## src/logic/tfs_map.vh

```
// Purpose: Offsets, field positions, reset values and counts of the status bank
// Assumes: Eight-bit host address and data
// Notes:   Definitions only
`ifndef TFS_MAP_VH
`define TFS_MAP_VH

`define TFS_ADDR_EVT_ONE     8'h22
`define TFS_ADDR_SUM_LO      8'ha0
`define TFS_ADDR_SUM_HI      8'hff

`define TFS_BIT_EIGHT_ZERO   6
`define TFS_BIT_SIXTEEN_ZERO 5
`define TFS_BIT_BUF_FULL     4
`define TFS_BIT_BUF_EMPTY    3
`define TFS_BIT_SEVERE_FRM   2
`define TFS_BIT_FRM_BIT_ERR  0

`define TFS_EVT_RESET        8'h00
`define TFS_DATA_IDLE        8'h00

`define TFS_ZERO_SHORT       5'h08
`define TFS_ZERO_LONG        5'h10
`define TFS_SEF_WINDOW       6
`define TFS_SEF_ERRORS       3'h2

`endif

```

## src/logic/tfs_pin_sync.v

```verilog
// Purpose: Three-stage synchroniser for pin inputs
// Assumes: Inputs asynchronous to clk_sys_in
// Notes:   Output moves once stages two and three agree
`timescale 1ns/10ps
`default_nettype none

module tfs_pin_sync #(
   parameter W = 1
) (
   input  wire         clk_sys_in,
   input  wire         reset_n_in,
   input  wire [W-1:0] pin_in,
   input  wire [W-1:0] rst_val_in,
   output reg  [W-1:0] level_out
);

   reg [W-1:0] s1_r;
   reg [W-1:0] s2_r;
   reg [W-1:0] s3_r;
   integer     i;

   always @(posedge clk_sys_in) begin
      if (!reset_n_in) begin
         s1_r      <= rst_val_in;
         s2_r      <= rst_val_in;
         s3_r      <= rst_val_in;
         level_out <= rst_val_in;
      end else begin
         s1_r <= pin_in;
         s2_r <= s1_r;
         s3_r <= s2_r;
         for (i = 0; i < W; i = i + 1) begin
            if (s2_r[i] == s3_r[i]) begin
               level_out[i] <= s3_r[i];
            end
         end
      end
   end

endmodule // tfs_pin_sync

`default_nettype wire

```

## src/logic/tfs_status_bank.v

```verilog
// Purpose: Framer interrupt summary and receive event flag register
// Assumes: Host parallel port with active-low select, read and write strobes
// Notes:   Address and data are taken when the write strobe is seen to rise
//
// What this block does
// - Any read address from a0 to ff returns the interrupt summary byte.
// - Summary bit 2n shows framer n status-register interrupt request pending.
// - Summary bit 2n+1 shows framer n link controller interrupt request pending.
// - Receive event flag register one sits at address 22.
// - Bit 5 sets once a zero run reaches sixteen, any run length.
// - Bit 4 sets when receive elastic buffer overflows and drops a frame.
// - Bit 2 sets when two of any six framing bits are in error.
// - Bit 0 sets on every single framing bit error.
// - Flags stay latched until the host reads them, then clear until recurring.
// - Host writes a mask first; only masked-in bits refresh, others hold.
`timescale 1ns/10ps
`default_nettype none
`include "tfs_map.vh"

module tfs_status_bank (
   input  wire       clk_sys_in,
   input  wire       reset_n_in,
   input  wire       cs_n_in,
   input  wire       rd_n_in,
   input  wire       wr_n_in,
   input  wire [7:0] addr_in,
   input  wire [7:0] data_in,
   output reg  [7:0] data_out,
   output reg        data_oe_n_out,
   input  wire       framer0_status_request_in,
   input  wire       framer1_status_request_in,
   input  wire       framer2_status_request_in,
   input  wire       framer3_status_request_in,
   input  wire       framer0_link_ctrl_request_in,
   input  wire       framer1_link_ctrl_request_in,
   input  wire       framer2_link_ctrl_request_in,
   input  wire       framer3_link_ctrl_request_in,
   input  wire       rx_line_positive_in,
   input  wire       rx_line_negative_in,
   input  wire       rx_bit_strobe_in,
   input  wire       rx_buffer_full_event_in,
   input  wire       rx_buffer_empty_event_in,
   input  wire       frame_bit_valid_in,
   input  wire       frame_bit_error_in
);

   function [2:0] ones_count;
      input [5:0] v;
      integer     k;
      begin
         ones_count = 3'h0;
         for (k = 0; k < 6; k = k + 1) begin
            ones_count = ones_count + {2'h0, v[k]};
         end
      end
   endfunction

   function evt_one_hit;
      input [7:0] a;
      begin
         evt_one_hit = (a == `TFS_ADDR_EVT_ONE);
      end
   endfunction

   function run_reaches;
      input [4:0] cur;
      input [4:0] nxt;
      input [4:0] lim;
      begin
         run_reaches = (nxt == lim) && (cur != lim);
      end
   endfunction

   wire [4:0] pins_q;
   reg        rd_q_r;
   reg        wr_q_r;
   reg  [3:0] strb_d_r;
   reg  [4:0] zero_cnt_r;
   reg  [4:0] zero_cnt_nxt;
   reg  [5:0] fhist_r;
   reg  [5:0] fhist_nxt;
   reg  [7:0] flags_r;
   reg  [7:0] flags_nxt;
   reg  [7:0] snap_r;
   reg  [7:0] mask_r;
   reg  [1:0] zero_set;
   reg  [1:0] frm_set;
   reg  [7:0] set_v;
   reg  [7:0] summary;
   reg  [7:0] rdata;
   wire       sel_n;
   wire       rd_fall;
   wire       rd_rise;
   wire       wr_rise;
   wire       line_zero;
   wire       rd_lvl;
   wire       wr_lvl;
   wire       pos_lvl;
   wire       neg_lvl;
   wire       evt_hit;

   // Pin inputs: select, read, write, line bits
   tfs_pin_sync #(
      .W (5)
   ) u_sync (
      .clk_sys_in (clk_sys_in),
      .reset_n_in (reset_n_in),
      .pin_in     ({cs_n_in, rd_n_in, wr_n_in, rx_line_positive_in, rx_line_negative_in}),
      .rst_val_in (5'h1f),
      .level_out  (pins_q)
   );

   assign sel_n     = pins_q[4];
   assign rd_lvl    = pins_q[3];
   assign wr_lvl    = pins_q[2];
   assign pos_lvl   = pins_q[1];
   assign neg_lvl   = pins_q[0];
   assign evt_hit   = evt_one_hit(addr_in);
   assign rd_fall   = rd_q_r & ~rd_lvl & ~sel_n;
   assign rd_rise   = ~rd_q_r & rd_lvl;
   assign wr_rise   = ~wr_q_r & wr_lvl & ~sel_n;
   assign line_zero = ~pos_lvl & ~neg_lvl;

   // Live request summary
   always @* begin
      summary[0] = framer0_status_request_in;
      summary[1] = framer0_link_ctrl_request_in;
      summary[2] = framer1_status_request_in;
      summary[3] = framer1_link_ctrl_request_in;
      summary[4] = framer2_status_request_in;
      summary[5] = framer2_link_ctrl_request_in;
      summary[6] = framer3_status_request_in;
      summary[7] = framer3_link_ctrl_request_in;
   end

   // Zero run counting, saturating; strobe delayed to line sync depth
   always @* begin
      zero_cnt_nxt = zero_cnt_r;
      zero_set     = 2'h0;
      if (strb_d_r[3]) begin
         if (!line_zero) begin
            zero_cnt_nxt = 5'h00;
         end else if (zero_cnt_r != `TFS_ZERO_LONG) begin
            zero_cnt_nxt = zero_cnt_r + 5'h01;
         end
         zero_set[1] = run_reaches(zero_cnt_r, zero_cnt_nxt, `TFS_ZERO_LONG);
         zero_set[0] = run_reaches(zero_cnt_r, zero_cnt_nxt, `TFS_ZERO_SHORT);
      end
   end

   // Framing bit error window
   always @* begin
      fhist_nxt = fhist_r;
      frm_set   = 2'h0;
      if (frame_bit_valid_in) begin
         fhist_nxt = {fhist_r[4:0], frame_bit_error_in};
         if (frame_bit_error_in) begin
            frm_set[0] = 1'b1;
            if (ones_count(fhist_nxt) >= `TFS_SEF_ERRORS) begin
               frm_set[1] = 1'b1;
            end
         end
      end
   end

   // Latched flags; a new event wins over the read clear
   always @* begin
      set_v                        = 8'h00;
      set_v[`TFS_BIT_EIGHT_ZERO]   = zero_set[0];
      set_v[`TFS_BIT_SIXTEEN_ZERO] = zero_set[1];
      set_v[`TFS_BIT_BUF_FULL]     = rx_buffer_full_event_in;
      set_v[`TFS_BIT_BUF_EMPTY]    = rx_buffer_empty_event_in;
      set_v[`TFS_BIT_SEVERE_FRM]   = frm_set[1];
      set_v[`TFS_BIT_FRM_BIT_ERR]  = frm_set[0];
      flags_nxt = flags_r | set_v;
      if (rd_fall && evt_hit) begin
         flags_nxt = (flags_r & ~(snap_r & mask_r)) | set_v;
      end
   end

   // Read data select
   always @* begin
      if (addr_in >= `TFS_ADDR_SUM_LO) begin
         rdata = summary;
      end else if (evt_hit) begin
         rdata = snap_r;
      end else begin
         rdata = `TFS_DATA_IDLE;
      end
   end

   always @(posedge clk_sys_in) begin
      if (!reset_n_in) begin
         rd_q_r        <= 1'b1;
         wr_q_r        <= 1'b1;
         strb_d_r      <= 4'h0;
         zero_cnt_r    <= 5'h00;
         fhist_r       <= 6'h00;
         flags_r       <= `TFS_EVT_RESET;
         snap_r        <= `TFS_EVT_RESET;
         mask_r        <= `TFS_EVT_RESET;
         data_out      <= `TFS_DATA_IDLE;
         data_oe_n_out <= 1'b1;
      end else begin
         rd_q_r     <= pins_q[3];
         wr_q_r     <= pins_q[2];
         strb_d_r   <= {strb_d_r[2:0], rx_bit_strobe_in};
         zero_cnt_r <= zero_cnt_nxt;
         fhist_r    <= fhist_nxt;
         flags_r    <= flags_nxt;
         if (wr_rise && evt_hit) begin
            mask_r <= data_in;
            snap_r <= (snap_r & ~data_in) | ((flags_r | set_v) & data_in);
         end
         if (rd_fall) begin
            data_out      <= rdata;
            data_oe_n_out <= 1'b0;
         end else if (rd_rise || sel_n) begin
            data_oe_n_out <= 1'b1;
         end
      end
   end

endmodule // tfs_status_bank

`default_nettype wire
```

## config.mk

```make
export PLATFORM = sky130hd
export DESIGN_NAME = tfs_status_bank
export DESIGN_NICKNAME = d
export VERILOG_FILES = /design/src/logic/tfs_pin_sync.v /design/src/logic/tfs_status_bank.v
export VERILOG_INCLUDE_DIRS = /design/src /design/src/logic
export SDC_FILE = /design/constraint.sdc
export NUM_CORES = 1
export LEC_CHECK = 0
export BUFFER_PORTS_ARGS = -buffer_cell sky130_fd_sc_hd__buf_4
export CAP_MARGIN = 20
export CORE_ASPECT_RATIO = 0.75
export CORE_MARGIN = 2
export CORE_UTILIZATION = 44
export CTS_BUF_LIST = sky130_fd_sc_hd__clkbuf_16
export CTS_CLUSTER_SIZE = 10
export DETAILED_ROUTE_END_ITERATION = 10
export PLACE_DENSITY = 0.69
export REMOVE_ABC_BUFFERS = 1
export SLEW_MARGIN = 10
export SYNTH_ARGS = -nofsm -noshare
export SYNTH_HDL_FRONTEND = slang
export SYNTH_SLANG_ARGS = --single-unit
```

## constraint.sdc

```tcl
create_clock -name clk_sys_in -period 2.5 [get_ports clk_sys_in]
set_clock_uncertainty 0.05 [all_clocks]
set_input_delay 0.125 -clock clk_sys_in [delete_from_list [all_inputs] [get_ports clk_sys_in]]
set_output_delay 0.125 -clock clk_sys_in [all_outputs]
set_load 0.01 [all_outputs]
```

### After elaboration in Yosys (flattened, before gate mapping)

Cells that the tools add are included.

| word-level totals | value |
|---|---|
| ROM bits | 0 |
| bits in latches | 0 |
| bits in registers | 69 |
| output and inout port bits | 9 |
| bits of input ports | 36 |
| word-level logic and storage cells | 75 |
| memories | 0 |
| RAM bits | 0 |

| operators by class | value |
|---|---|
| reduce and logical (&&, ||, !) cells | 6 |
| bitwise logic cells | 21 |
| shifts and indexed selects | 0 |
| divide/modulo/power cells | 0 |
| $lt $le $gt $ge | 2 |
| muxes and demuxes | 12 |
| eq/ne operators | 10 |
| $mul | 0 |
| add/sub/neg operators | 6 |

Operators by type and width:

| operator | number |
|---|---|
| $and 8x8->8 | 4 |
| $mux 8 | 3 |
| $not 8->8 | 2 |
| $or 8x7->8 | 2 |
| $mux 5 | 3 |
| $add 3x1->3 | 3 |
| $eq 8x6->1 const B | 1 |
| $ge 8x8->1 const B | 1 |
| $or 8x8->8 | 1 |
| $and 1x1->1 | 6 |
| $mux 2 | 3 |
| $not 1->1 | 6 |
| $add 5x1->5 const B | 1 |
| $eq 1x1->1 | 5 |
| $eq 5x4->1 const B | 1 |
| $eq 5x5->1 const B | 1 |
| $ne 5x4->1 const B | 1 |
| $ne 5x5->1 const B | 1 |
| $logic_and 1x1->1 | 4 |
| $add 2x1->3 | 1 |
| $ge 3x2->1 const B | 1 |
| $mux 1 | 3 |
| $add 1x1->2 | 1 |
| $reduce_bool 2->1 | 1 |
| $logic_or 1x1->1 | 1 |

### Longest topological paths before layout

Gate-level depths: netlist of the first run.

| depth | value |
|---|---|
| word-level depth | 12 |
| mapped depth | 8 |
| mapped depth without buffers | 8 |

### By module

From an unflattened synthesis of the first run, not the netlist that was laid out.

| second synthesis, totals | value |
|---|---|
| cells, all modules | 330 |
| area total of the unflattened synthesis | 2,971.6 um2 |

Modules (own cells, without submodules):

| module | times used | sequential area each (um2) | area an instance (um2) | cells an instance |
|---|---|---|---|---|
| tfs_status_bank | 1 | 980.9 | 2,225.9 | 252 |
| tfs_pin_sync | 1 | 450.4 | 745.7 | 78 |

### Worst setup path before layout of the first run

No wires, ideal clock.

| timing path | value |
|---|---|
| path type | reg2reg |
| start | reg fhist_r[0] |
| end | reg (tool-made name) |
| period minus slack after synthesis | 2,305 ps |
| data arrival time | 2,118 ps |
| library setup time | 136 ps |
| required time | 2,314 ps |
| slack | 195 ps |
| buffers on the path | 0 |
| stages on the path, launching flop included | 9 |
| path through | dfxtp_1 > fa_1 > inv_1 > fa_1 > nand2b_1 > fa_1 > a21oi_1 > nor3_1 > nor3_1 |

RTL lines:

| what | RTL line | RTL |
|---|---|---|
| from (decl) | tfs_status_bank.v:80 | `reg [5:0] fhist_r;` |
| from (signal assigned) | tfs_status_bank.v:209 | `fhist_r <= fhist_nxt;` |

==> results.md, run 1 <==
- Residual DRC: 0
- Synthesized area per cell: 9.65 um^2
- Starting Density: 45.6%
- Initial DRT Pass Iterations: 6
- Final Slew Violations: 0
- Post-route ant nets: 0
- PwrDens: 688 nW/um^2
- Sequential power share: 45.0%
- Hold Path Depth: 3
- Total gr overflow: 0
- Post-synthesis cell area: 2870 um^2
- Routed WL: 5870 um
- Width of the die: 97.2 um
- DP Area: 3240 um^2
- Tmin final: 2.47 ns
- DR WL/cell: 13.5 um
- CTS root buf: clkbuf_16
- Achievable Freq: 0.404 GHz
- Post-synth EDFFs: 0
- Yosys top cell by area: dfxtp_1
- Status: completed
- Initial drt markers: 81
- Mapped Cells: 297
- Yosys warnings: 0
- Total of max-cap violations: 0
- Clk Latency, worst-skew pair: 0.33 ns
- Hold path endpoint: mask_r[1]
- Static Leak: 1.35 nW
- Top-area cell type share of the netlist area: 48.2%
- Largest cells by area after synthesis: dfxtp_1 (48%), nand2b_1 (4.8%), a21oi_1 (4.4%)
- Global Route Usage Sum: 17.8%
- Sequential cell area fraction in the yosys report: 48.2%
- Hold WC Path Type: input pin to flop
- R2r setup slk: 0.03 ns
- Comb pwr share: 5.2%
- Library cells used by synthesis: 49
- Kind of critical path: flop to flop
- Chip height: 73.9 um
- Clk buf depth: 2
- Layout cells sized above 1: 25.7%
- Inserted Diodes: 0
- # setup viols final: 0
- Sw power: 538 uW
- VDD IR max: 0.348 mV
- Core ar.: 6290 um^2
- Cts bufs inserted: 9
- Final TNS setup: 0 ns
- Crit share post-route: 99.0%
- I/O Pins: 45
- Crit path from: fhist_r[0]
- CTS tree: built
- Maximum level of the CTS H-tree: 3
- Final Instance Area: 3640 um^2
- Row count: 25
- Net Sw Frac: 21.5%
- Final Net Count: 390
- CP Capture Type: flop
- Clock slew at reported path FFs: 0.06 ns
- Setup bufs post-CTS: 0
- Clk pwr share: 49.8%
- CP startpoint kind: flop
- Vias in the first global route: 2,167
- HPWL reported at the end of detailed placement: 3990 um
- Most frequent cells in the layout: dfxtp_1 (68), buf_4 (50), a21oi_1 (24)
- WP data required: 2.64 ns
- Die ar.: 7180 um^2
- Pin count of the biggest net entering global routing: 32
- P_int: 1.97 mW
- R2r startpoint: fhist_r[0]
- Initial antenna violation count: 0
- Fin. Hold Viols: 0
- Post-synth ARST share: 0%
- Worst slew pin tran: 0.599 ns
- Max-slew headroom: 60.0%
- FF+latch count, synth: 69
- Clock sinks: 69
- Reg2reg path depth: 8
- Crit path max fanout: 3
- Drt via density: 5.17
- GPL Wtd Cong: 0.840
- Via count of the routed design: 2,247
- First-pass GRT wire length: 9920 um
- IO Port Bufs: 44
- Most common cell after layout, fill and taps aside: dfxtp_1
- RSZ-0062 raised after global routing: true
- Layout Area Growth over Synthesis: 27.0%
- Critical Path AT: 2.61 ns
- Hold Startpoint: data_in[1]
- Top FF cell, synth: dfxtp_1
==> worst max-delay path, cell delays in order (launching register included) <==
cell and delay [ns]:
dfxtp_2 0.33, fa_1 0.50, inv_1 0.05, fa_1 0.43
nand2b_4 0.15, fa_1 0.50, a21oi_2 0.07, nor3_2 0.19
nor3_1 0.06
==> layout make-up <==
type / instances / area, um^2
Timing Repair Buffer: 58 / 455
Sequential cell: 69 / 1380
Inverter: 15 / 56.3
Tap cell: 81 / 101
Fill cell: 540 / 2650
Clock inverter: 7 / 73.8
Clock buffer: 9 / 225
Multi-Input combinational cell: 196 / 1350
==> synth_stat cells, drive strengths merged (3+ instances only) <==
cell type,instances
a22oi,9
nand3,10
dfxtp,69
and3,4
nor4b,3
nand2,20
fa,3
a211oi,8
nand2b,22
nor3b,4
a21oi,25
o21ai,15
and2,5
mux2i,6
nor3,5
buf,8
a31oi,3
clkbuf,9
nand4,4
inv,15
nor2,23
==> per-layer routing <==
metal  routed length (um)  GRT usage (%)  up-vias
met4                  160           8.61        0
met2                 2640           29.3       52
li1                     -              -     1141
met3                  320           6.57       20
met1                 2750           21.1     1034
met5                    0              0        -
==> worst max path at each step <==
stage,to,slack (ns)
6_report,flop,0.03
5_1_grt,flop,-0.04
4_1_cts,flop,0.05
3_5_place_dp,flop,0.08
3_3_place_gp,flop,0.11
2_1_floorplan,flop,0.17
==> stage by stage <==
step / power [mW] / hold WS, ns / cells / utilization [%] / setup WS, ns
final: 2.50 / 0.0290 / 435 / 57.9 / 0.0256
after global routing: 2.60 / 0.0196 / 435 / 57.9 / -0.0394
after floorplan: 1.19 / 0.148 / 280 / - / 0.171
after global placement: 1.27 / 0.258 / 411 / 51.6 / 0.111
after detailed placement: 1.27 / 0.263 / 411 / 51.6 / 0.0763
after CTS: 2.54 / 0.0183 / 435 / 57.6 / 0.0501
==> timing repair <==
action | in CTS | in global routing
endpoints found under the setup margin | 0 | 1
hold endpoints to repair | 9 | 0
resized for setup | 0 | 4
hold buffers | 8 | 0
==> cell families after synthesis <==
group                      synth area share [%]
DFF                                        48.2
buffers and inverters                      5.41
xor gates and xnor gates                  0.611
muxes                                      2.10
AOI/OAI and AO/OA                          18.7
adders and majority gates                  3.32
and+or+nand+nor                            21.7
==> power groups by stage <==
stage	clock network [mW]	logic, mW	registers (mW)
after floorplan	0	0.0467	1.15
after global placement	0	0.117	1.15
after detailed placement	0	0.119	1.15
after CTS	1.28	0.129	1.13
after global routing	1.33	0.143	1.13
final	1.25	0.130	1.13
(Power assumes the default switching activity.)
==> run 2, diff against run 1 <==
--- a/config.mk
+++ b/config.mk
@@ -14,9 +14,8 @@
 export CTS_BUF_LIST = sky130_fd_sc_hd__clkbuf_16
 export CTS_CLUSTER_SIZE = 10
 export DETAILED_ROUTE_END_ITERATION = 10
-export PLACE_DENSITY = 0.69
+export PLACE_DENSITY = 0.66
 export REMOVE_ABC_BUFFERS = 1
-export SLEW_MARGIN = 10
 export SYNTH_ARGS = -nofsm -noshare
 export SYNTH_HDL_FRONTEND = slang
 export SYNTH_SLANG_ARGS = --single-unit
==> constraint.sdc (replaced) <==
create_clock -name clk_sys_in -period 2.89 [get_ports clk_sys_in]
set_clock_uncertainty 0.05 [all_clocks]
set_input_delay 0.1445 -clock clk_sys_in [delete_from_list [all_inputs] [get_ports clk_sys_in]]
set_output_delay 0.1445 -clock clk_sys_in [all_outputs]
set_load 0.01 [all_outputs]
==> run 2 against run 1 <==
Count of clock-buffer cells in the layout stayed put; first-iteration DRC count rose by 68%; setup slack better by 0.43 ns; non-clock buffer count shrank 4; core utilization shrank 0.50 points; critical path type unchanged; routed wire length fell by 1.3%; design area fell by 0.86%; largest power group unchanged; clock power fell by 14%; via count decreased by 1.4%; hold slack worse by 0.0011 ns; register-to-register slack better by 0.43 ns.
==> results.md, run 2 (synthesis results as in run 1) <==
- Final TNS setup: 0 ns (unchanged)
- # setup viols final: 0 (unchanged)
- Initial antenna violation count: 0 (unchanged)
- Achievable Freq: 0.411 GHz (+1.7%)
- Crit share post-route: 84.2% (-15 points)
- Top Layer Used: met4
- Clock sinks: 69 (unchanged)
- CP startpoint kind: flop
- Critical Path Max Stage Delay: 0.51 ns (about the same)
- GPL Wtd Cong: 0.932 (+11%)
- Chip height: 73.9 um (unchanged)
- Vias in the first global route: 2,141 (-1.2%)
- Clock slew at reported path FFs: 0.05 ns (about the same)
- Die ar.: 7180 um^2 (unchanged)
- Width of the die: 97.2 um (unchanged)
- WP data required: 3.09 ns (+0.45 ns)
- RSZ-0062 raised after global routing: false
- Core ar.: 6290 um^2 (unchanged)
- Starting Density: 45.6% (unchanged)
- Met1 wire length: 2750 um (-0.15%)
- Global Route Usage Sum: 17.5% (-0.30 points)
- Inserted Diodes: 0 (unchanged)
- Drt via density: 5.14 (-0.46%)
- Crit path top cell by count: fa_1
- Crit path max fanout: 3 (unchanged)
- CTS tree: built
- Final WS setup: 0.457 ns (+0.431 ns)
- Worst Hold Slack: 0.0279 ns (-0.00108 ns)
- Worst slew pin tran: 0.493 ns (-0.106 ns)
- Status: completed
- Clk Latency, worst-skew pair: 0.33 ns (about the same)
- Filler instances: 537 (-0.56%)
- Setup bufs post-CTS: 0 (unchanged)
- Power, Total: 2.17 mW (-13%)
- PwrDens: 601 nW/um^2 (-13%)
- Post-route ant nets: 0 (unchanged)
- Static Leak: 1.34 nW (-1.0%)
- CP Capture Type: flop
- Pin count of the biggest net entering global routing: 34 (+6.3%)
- R2r setup slk: 0.46 ns (+0.43 ns)
- IO Port Bufs: 44 (unchanged)
- Initial drt markers: 136 (+68%)
- Worst slack, placed: 0.432 ns (+0.356 ns)
- Met2 WL: 2620 um (-0.57%)
- Maximum level of the CTS H-tree: 3 (unchanged)
- I/O Pins: 45 (unchanged)
- CTS root buf: clkbuf_16
- Cts bufs inserted: 9 (unchanged)
- Clk buf depth: 2 (unchanged)
- Met3 wire length: 336 um (+5.0%)
- Total of max-cap violations: 0 (unchanged)
- Kind of critical path: flop to flop
- First-pass GRT wire length: 9870 um (-0.42%)
- Area of the multi-input gates: 1330 um^2 (-1.2%)
- Most common cell after layout, fill and taps aside: dfxtp_1
- Hold_buf cts: 6 (-2)
- Max-slew headroom: 67.0% (+7.0 points)
- Layout cells sized above 1: 24.3% (-1.4 points)
- Initial DRT Pass Iterations: 4 (-2)
- Hold WC Path Type: input pin to flop
- Via count of the routed design: 2,216 (-1.4%)
- HPWL reported at the end of detailed placement: 3960 um (-0.85%)
- Total gr overflow: 0 (unchanged)
- Post-layout util: 57.4% (-0.50 points)
- Storage cell area: 1380 um^2 (about the same)
- Routed WL: 5790 um (-1.3%)
- Final Net Count: 386 (-1.0%)
- Worst-path cell chain: fa_1 > inv_1 > fa_1 > nand2b_1 > fa_1 > a21oi_1 > nor3_1 > nor3_1
- DR WL/cell: 13.4 um (-0.41%)
- VDD IR max: 0.389 mV (+12%)
- Final Slew Violations: 0 (unchanged)
- Fin. Hold Viols: 0 (unchanged)
- Residual DRC: 0 (unchanged)
- Row count: 25 (unchanged)
- Post-cts resize count: 0 (unchanged)
- Bufs and invs on worst path: 1 (unchanged)
- Tmin final: 2.43 ns (-0.0414 ns)
- CP max stage cell: fa_1
- Critical Path AT: 2.63 ns (+0.02 ns)
- Layout Area Growth over Synthesis: 25.9%
- Top Family by Delay on Critical Path: adder cells
- Most frequent cells in the layout: dfxtp_1 (69), buf_4 (47), a21oi_1 (25)
## run 2: cell count changes in the layout (fill, tap and decap cells not counted), sizes merged
cell         delta
clkinvlp        -1
buf             -2
clkinv          +1
dlygate4sd3     -2
## run 2: path summary, 6_finish.rpt
path | startpoint | to | cells after the start
hold / removal | rx_buffer_empty_event_in | flags_r[3] | 3
hold reg to reg | u_sync.s1_r[4] | u_sync.s2_r[4] | 1
setup reg to reg | fhist_r[0] | flop | 8
setup / recovery | fhist_r[0] | flop | 8
## run 2: worst register-to-register path: cells and delay by family (launching register included)
| family | cells | cell delay [ns] |
|---|---|---|
| fa+ha+maj | 3 | 1.38 |
| compound gates | 1 | 0.19 |
| simple gates | 3 | 0.35 |
| buf+inv | 1 | 0.05 |
| flops | 1 | 0.34 |
## run 2: power breakdown
group | total [mW] | switching (mW) | internal, mW | leakage, nW
sequential | 0.974 | 0.00684 | 0.967 | 0.561
combinational | 0.111 | 0.0486 | 0.0625 | 0.632
clock | 1.08 | 0.412 | 0.671 | 0.144
## run 2: final cells by class
| cell class | count | share of cell area, % |
|---|---|---|
| clock inverters | 7 | 2.08 |
| multi-input cells | 196 | 36.8 |
| repair buffers | 54 | 12.2 |
| inverters | 15 | 1.56 |
| clock buffers | 9 | 6.24 |
| flip-flops and latches | 69 | 38.3 |
| well taps | 81 | 2.81 |
## run 2: metrics by stage
stage,instance area [um^2],instances
3_5_place_dp,3220,408
2_1_floorplan,2770,280
4_1_cts,3580,430
5_1_grt,3610,431
6_report,3610,431
3_3_place_gp,3220,408
## run 2: per-layer routing
layer / up-vias / track usage [%]
met5: - / 0
met4: 0 / 6.57
met3: 8 / 7.42
met2: 45 / 28.1
met1: 1029 / 21.4
li1: 1134 / -
==> run 3, diff against run 2 <==
==> constraint.sdc (replaced) <==
create_clock -name clk_sys_in -period 2.4 [get_ports clk_sys_in]
set_clock_uncertainty 0.05 [all_clocks]
set_input_delay 0.12 -clock clk_sys_in [delete_from_list [all_inputs] [get_ports clk_sys_in]]
set_output_delay 0.12 -clock clk_sys_in [all_outputs]
set_load 0.01 [all_outputs]
==> run 3 against run 2 <==
The flow now finishes with violations (negative setup slack); design area rose by 1.1%; via count grew 0.81%; cell count up 0.46%; first-iteration DRC count fell by 21%; non-clock buffer count up 2; sequential share of layout area shrank 0.39 points; critical path type unchanged.
==> results.md, run 3 (synthesis results as in run 1) <==
- Status: finished with violations
- Failing checks: negative setup slack
- Post-route ant nets: 0 (unchanged)
- PwrDens: 744 nW/um^2 (+24%)
- Total of max-cap violations: 0 (unchanged)
- CTS tree: built
- Tmin final: 2.42 ns (-0.0131 ns)
- Placed insts: 409 (+0.25%)
- First-pass GRT wire length: 9850 um (-0.20%)
- P_int: 2.15 mW (+27%)
- Clk pwr share: 51.8% (+1.8 points)
- Vias in the first global route: 2,018 (-5.7%)
- Filler instances: 530 (-1.3%)
- Starting Density: 45.6% (unchanged)
- I/O Pins: 45 (unchanged)
- Achievable Freq: 0.413 GHz (+0.54%)
- CP startpoint kind: flop
- # setup viols final: 2 (+2)
- Row count: 25 (unchanged)
- Global Route Usage Sum: 17.6% (+0.059 points)
- Critical Path AT: 2.62 ns (about the same)
- Routed WL: 5840 um (+0.76%)
- Hold WC Path Type: input pin to flop
- Clk buf depth: 2 (unchanged)
- Cts bufs inserted: 9 (unchanged)
- Clk Latency, worst-skew pair: 0.33 ns (about the same)
- Chip height: 73.9 um (unchanged)
- Width of the die: 97.2 um (unchanged)
- Initial DRT Pass Iterations: 4 (unchanged)
- Final Net Count: 388 (+0.52%)
- IO Port Bufs: 44 (unchanged)
- Sequential power share: 43.2% (-1.7 points)
- Initial antenna violation count: 0 (unchanged)
- VDD IR max: 0.444 mV (+14%)
- Worst slack, placed: -0.0326 ns (-0.465 ns)
- Setup bufs post-CTS: 0 (unchanged)
- RSZ-0062 raised after global routing: true
- Drt via density: 5.16 (+0.35%)
- Die ar.: 7180 um^2 (unchanged)
- WP data required: 2.60 ns (-0.49 ns)
- Crit share post-route: 101% (+17 points)
- Bufs and invs on worst path: 1 (unchanged)
- Sw power: 561 uW (+20%)
- Initial drt markers: 107 (-21%)
- Clock slew at reported path FFs: 0.06 ns (about the same)
- Crit path top cell by count: fa_1
- GPL Wtd Cong: 0.847 (-9.1%)
- Kind of critical path: flop to flop
- HPWL reported at the end of detailed placement: 3950 um (-0.23%)
- Top Family by Delay on Critical Path: adder cells
- Core ar.: 6290 um^2 (unchanged)
- Most common cell after layout, fill and taps aside: dfxtp_1
- Pin count of the biggest net entering global routing: 33 (-2.9%)
- Fin. Hold Viols: 0 (unchanged)
- Most frequent cells in the layout: dfxtp_1 (68), buf_4 (48), a21oi_1 (24)
- Area of the multi-input gates: 1350 um^2 (+1.2%)
- CTS root buf: clkbuf_16
- Crit path max fanout: 2 (-1)
- Comb pwr share: 5.0% (about the same)
- Final WS setup: -0.0199 ns (-0.477 ns)
- Worst slew pin tran: 0.486 ns (-0.00730 ns)
- Worst-path cell chain: fa_1 > inv_1 > fa_1 > nand2b_4 > fa_1 > a21oi_2 > nor3_2 > nor3_1
- Net Sw Frac: 20.7% (-0.88 points)
- CP max stage cell: fa_1
- Final Slew Violations: 0 (unchanged)
- Storage cell area: 1380 um^2 (about the same)
- Inserted Diodes: 0 (unchanged)
- CP Capture Type: flop
- Clock sinks: 69 (unchanged)
- Layout Area Growth over Synthesis: 27.3%
- Max-slew headroom: 67.5% (+0.49 points)
- Maximum level of the CTS H-tree: 3 (unchanged)
- Static Leak: 1.36 nW (+1.6%)
- DR WL/cell: 13.5 um (+0.29%)
- Critical Path Max Stage Delay: 0.51 ns (about the same)
- Final non-filler cell total: 433 (+0.46%)
- Post-layout util: 58.0% (+0.64 points)
- Total gr overflow: 0 (unchanged)
- Layout cells sized above 1: 25.3% (+1.0 points)
- Via count of the routed design: 2,234 (+0.81%)
- Residual DRC: 0 (unchanged)
-- run 3: cell type report --
| type | instances | share of cell area (%) |
|---|---|---|
| multi-input cells | 196 | 36.9 |
| clock inverters | 7 | 2.67 |
| repair buffers | 56 | 12.1 |
| inverters | 15 | 1.54 |
| clock buffers | 9 | 6.17 |
| well taps | 81 | 2.78 |
| flip-flops and latches | 69 | 37.9 |
-- run 3: power by group through the flow --
stage | registers [mW] | clock network (mW) | logic (mW)
global placement | 1.20 | 0 | 0.122
detailed placement | 1.20 | 0 | 0.123
CTS | 1.17 | 1.43 | 0.137
finish | 1.17 | 1.41 | 0.136
floorplan | 1.20 | 0 | 0.0486
global route | 1.17 | 1.49 | 0.149
-- run 3: what timing repair did --
item,in CTS,in global routing
endpoints found under the hold margin,8,0
hold buffers,8,0
resized for setup,3,1
setup endpoints to repair,2,2
-- run 3: per-layer routing --
metal  up-vias  track usage (%)  share of wire, %
li1       1139                -                 -
met1      1032             24.4                49
met2        61             25.1                45
met3         2             7.14               5.6
met4         0             5.63              0.39
met5         -                0                 0
-- run 3: metrics by stage --
stage,area (um^2),total power [mW],hold slack (ns),TNS [ns]
2_1_floorplan,2770,1.24,0.143,0
3_3_place_gp,3230,1.32,0.253,0
3_5_place_dp,3230,1.32,0.258,-0.0326
4_1_cts,3640,2.74,0.0123,-0.0577
5_1_grt,3650,2.81,0.0187,-0.206
6_report,3650,2.72,0.0182,-0.0283
-- run 3: path summary, 6_finish.rpt --
check                           cells past startpoint  slack [ns]              to           start
worst max-delay path                                8       -0.02            flop      fhist_r[0]
worst min-delay path                                3        0.02       mask_r[1]      data_in[1]
worst max register to register                      8       -0.02            flop      fhist_r[0]
worst min register to register                      1        0.36  u_sync.s2_r[0]  u_sync.s1_r[0]
-- run 3: worst min-delay path: stages --
cell     delay (ns)
buf_4          0.12
nand3_1        0.06
a21oi_1        0.05
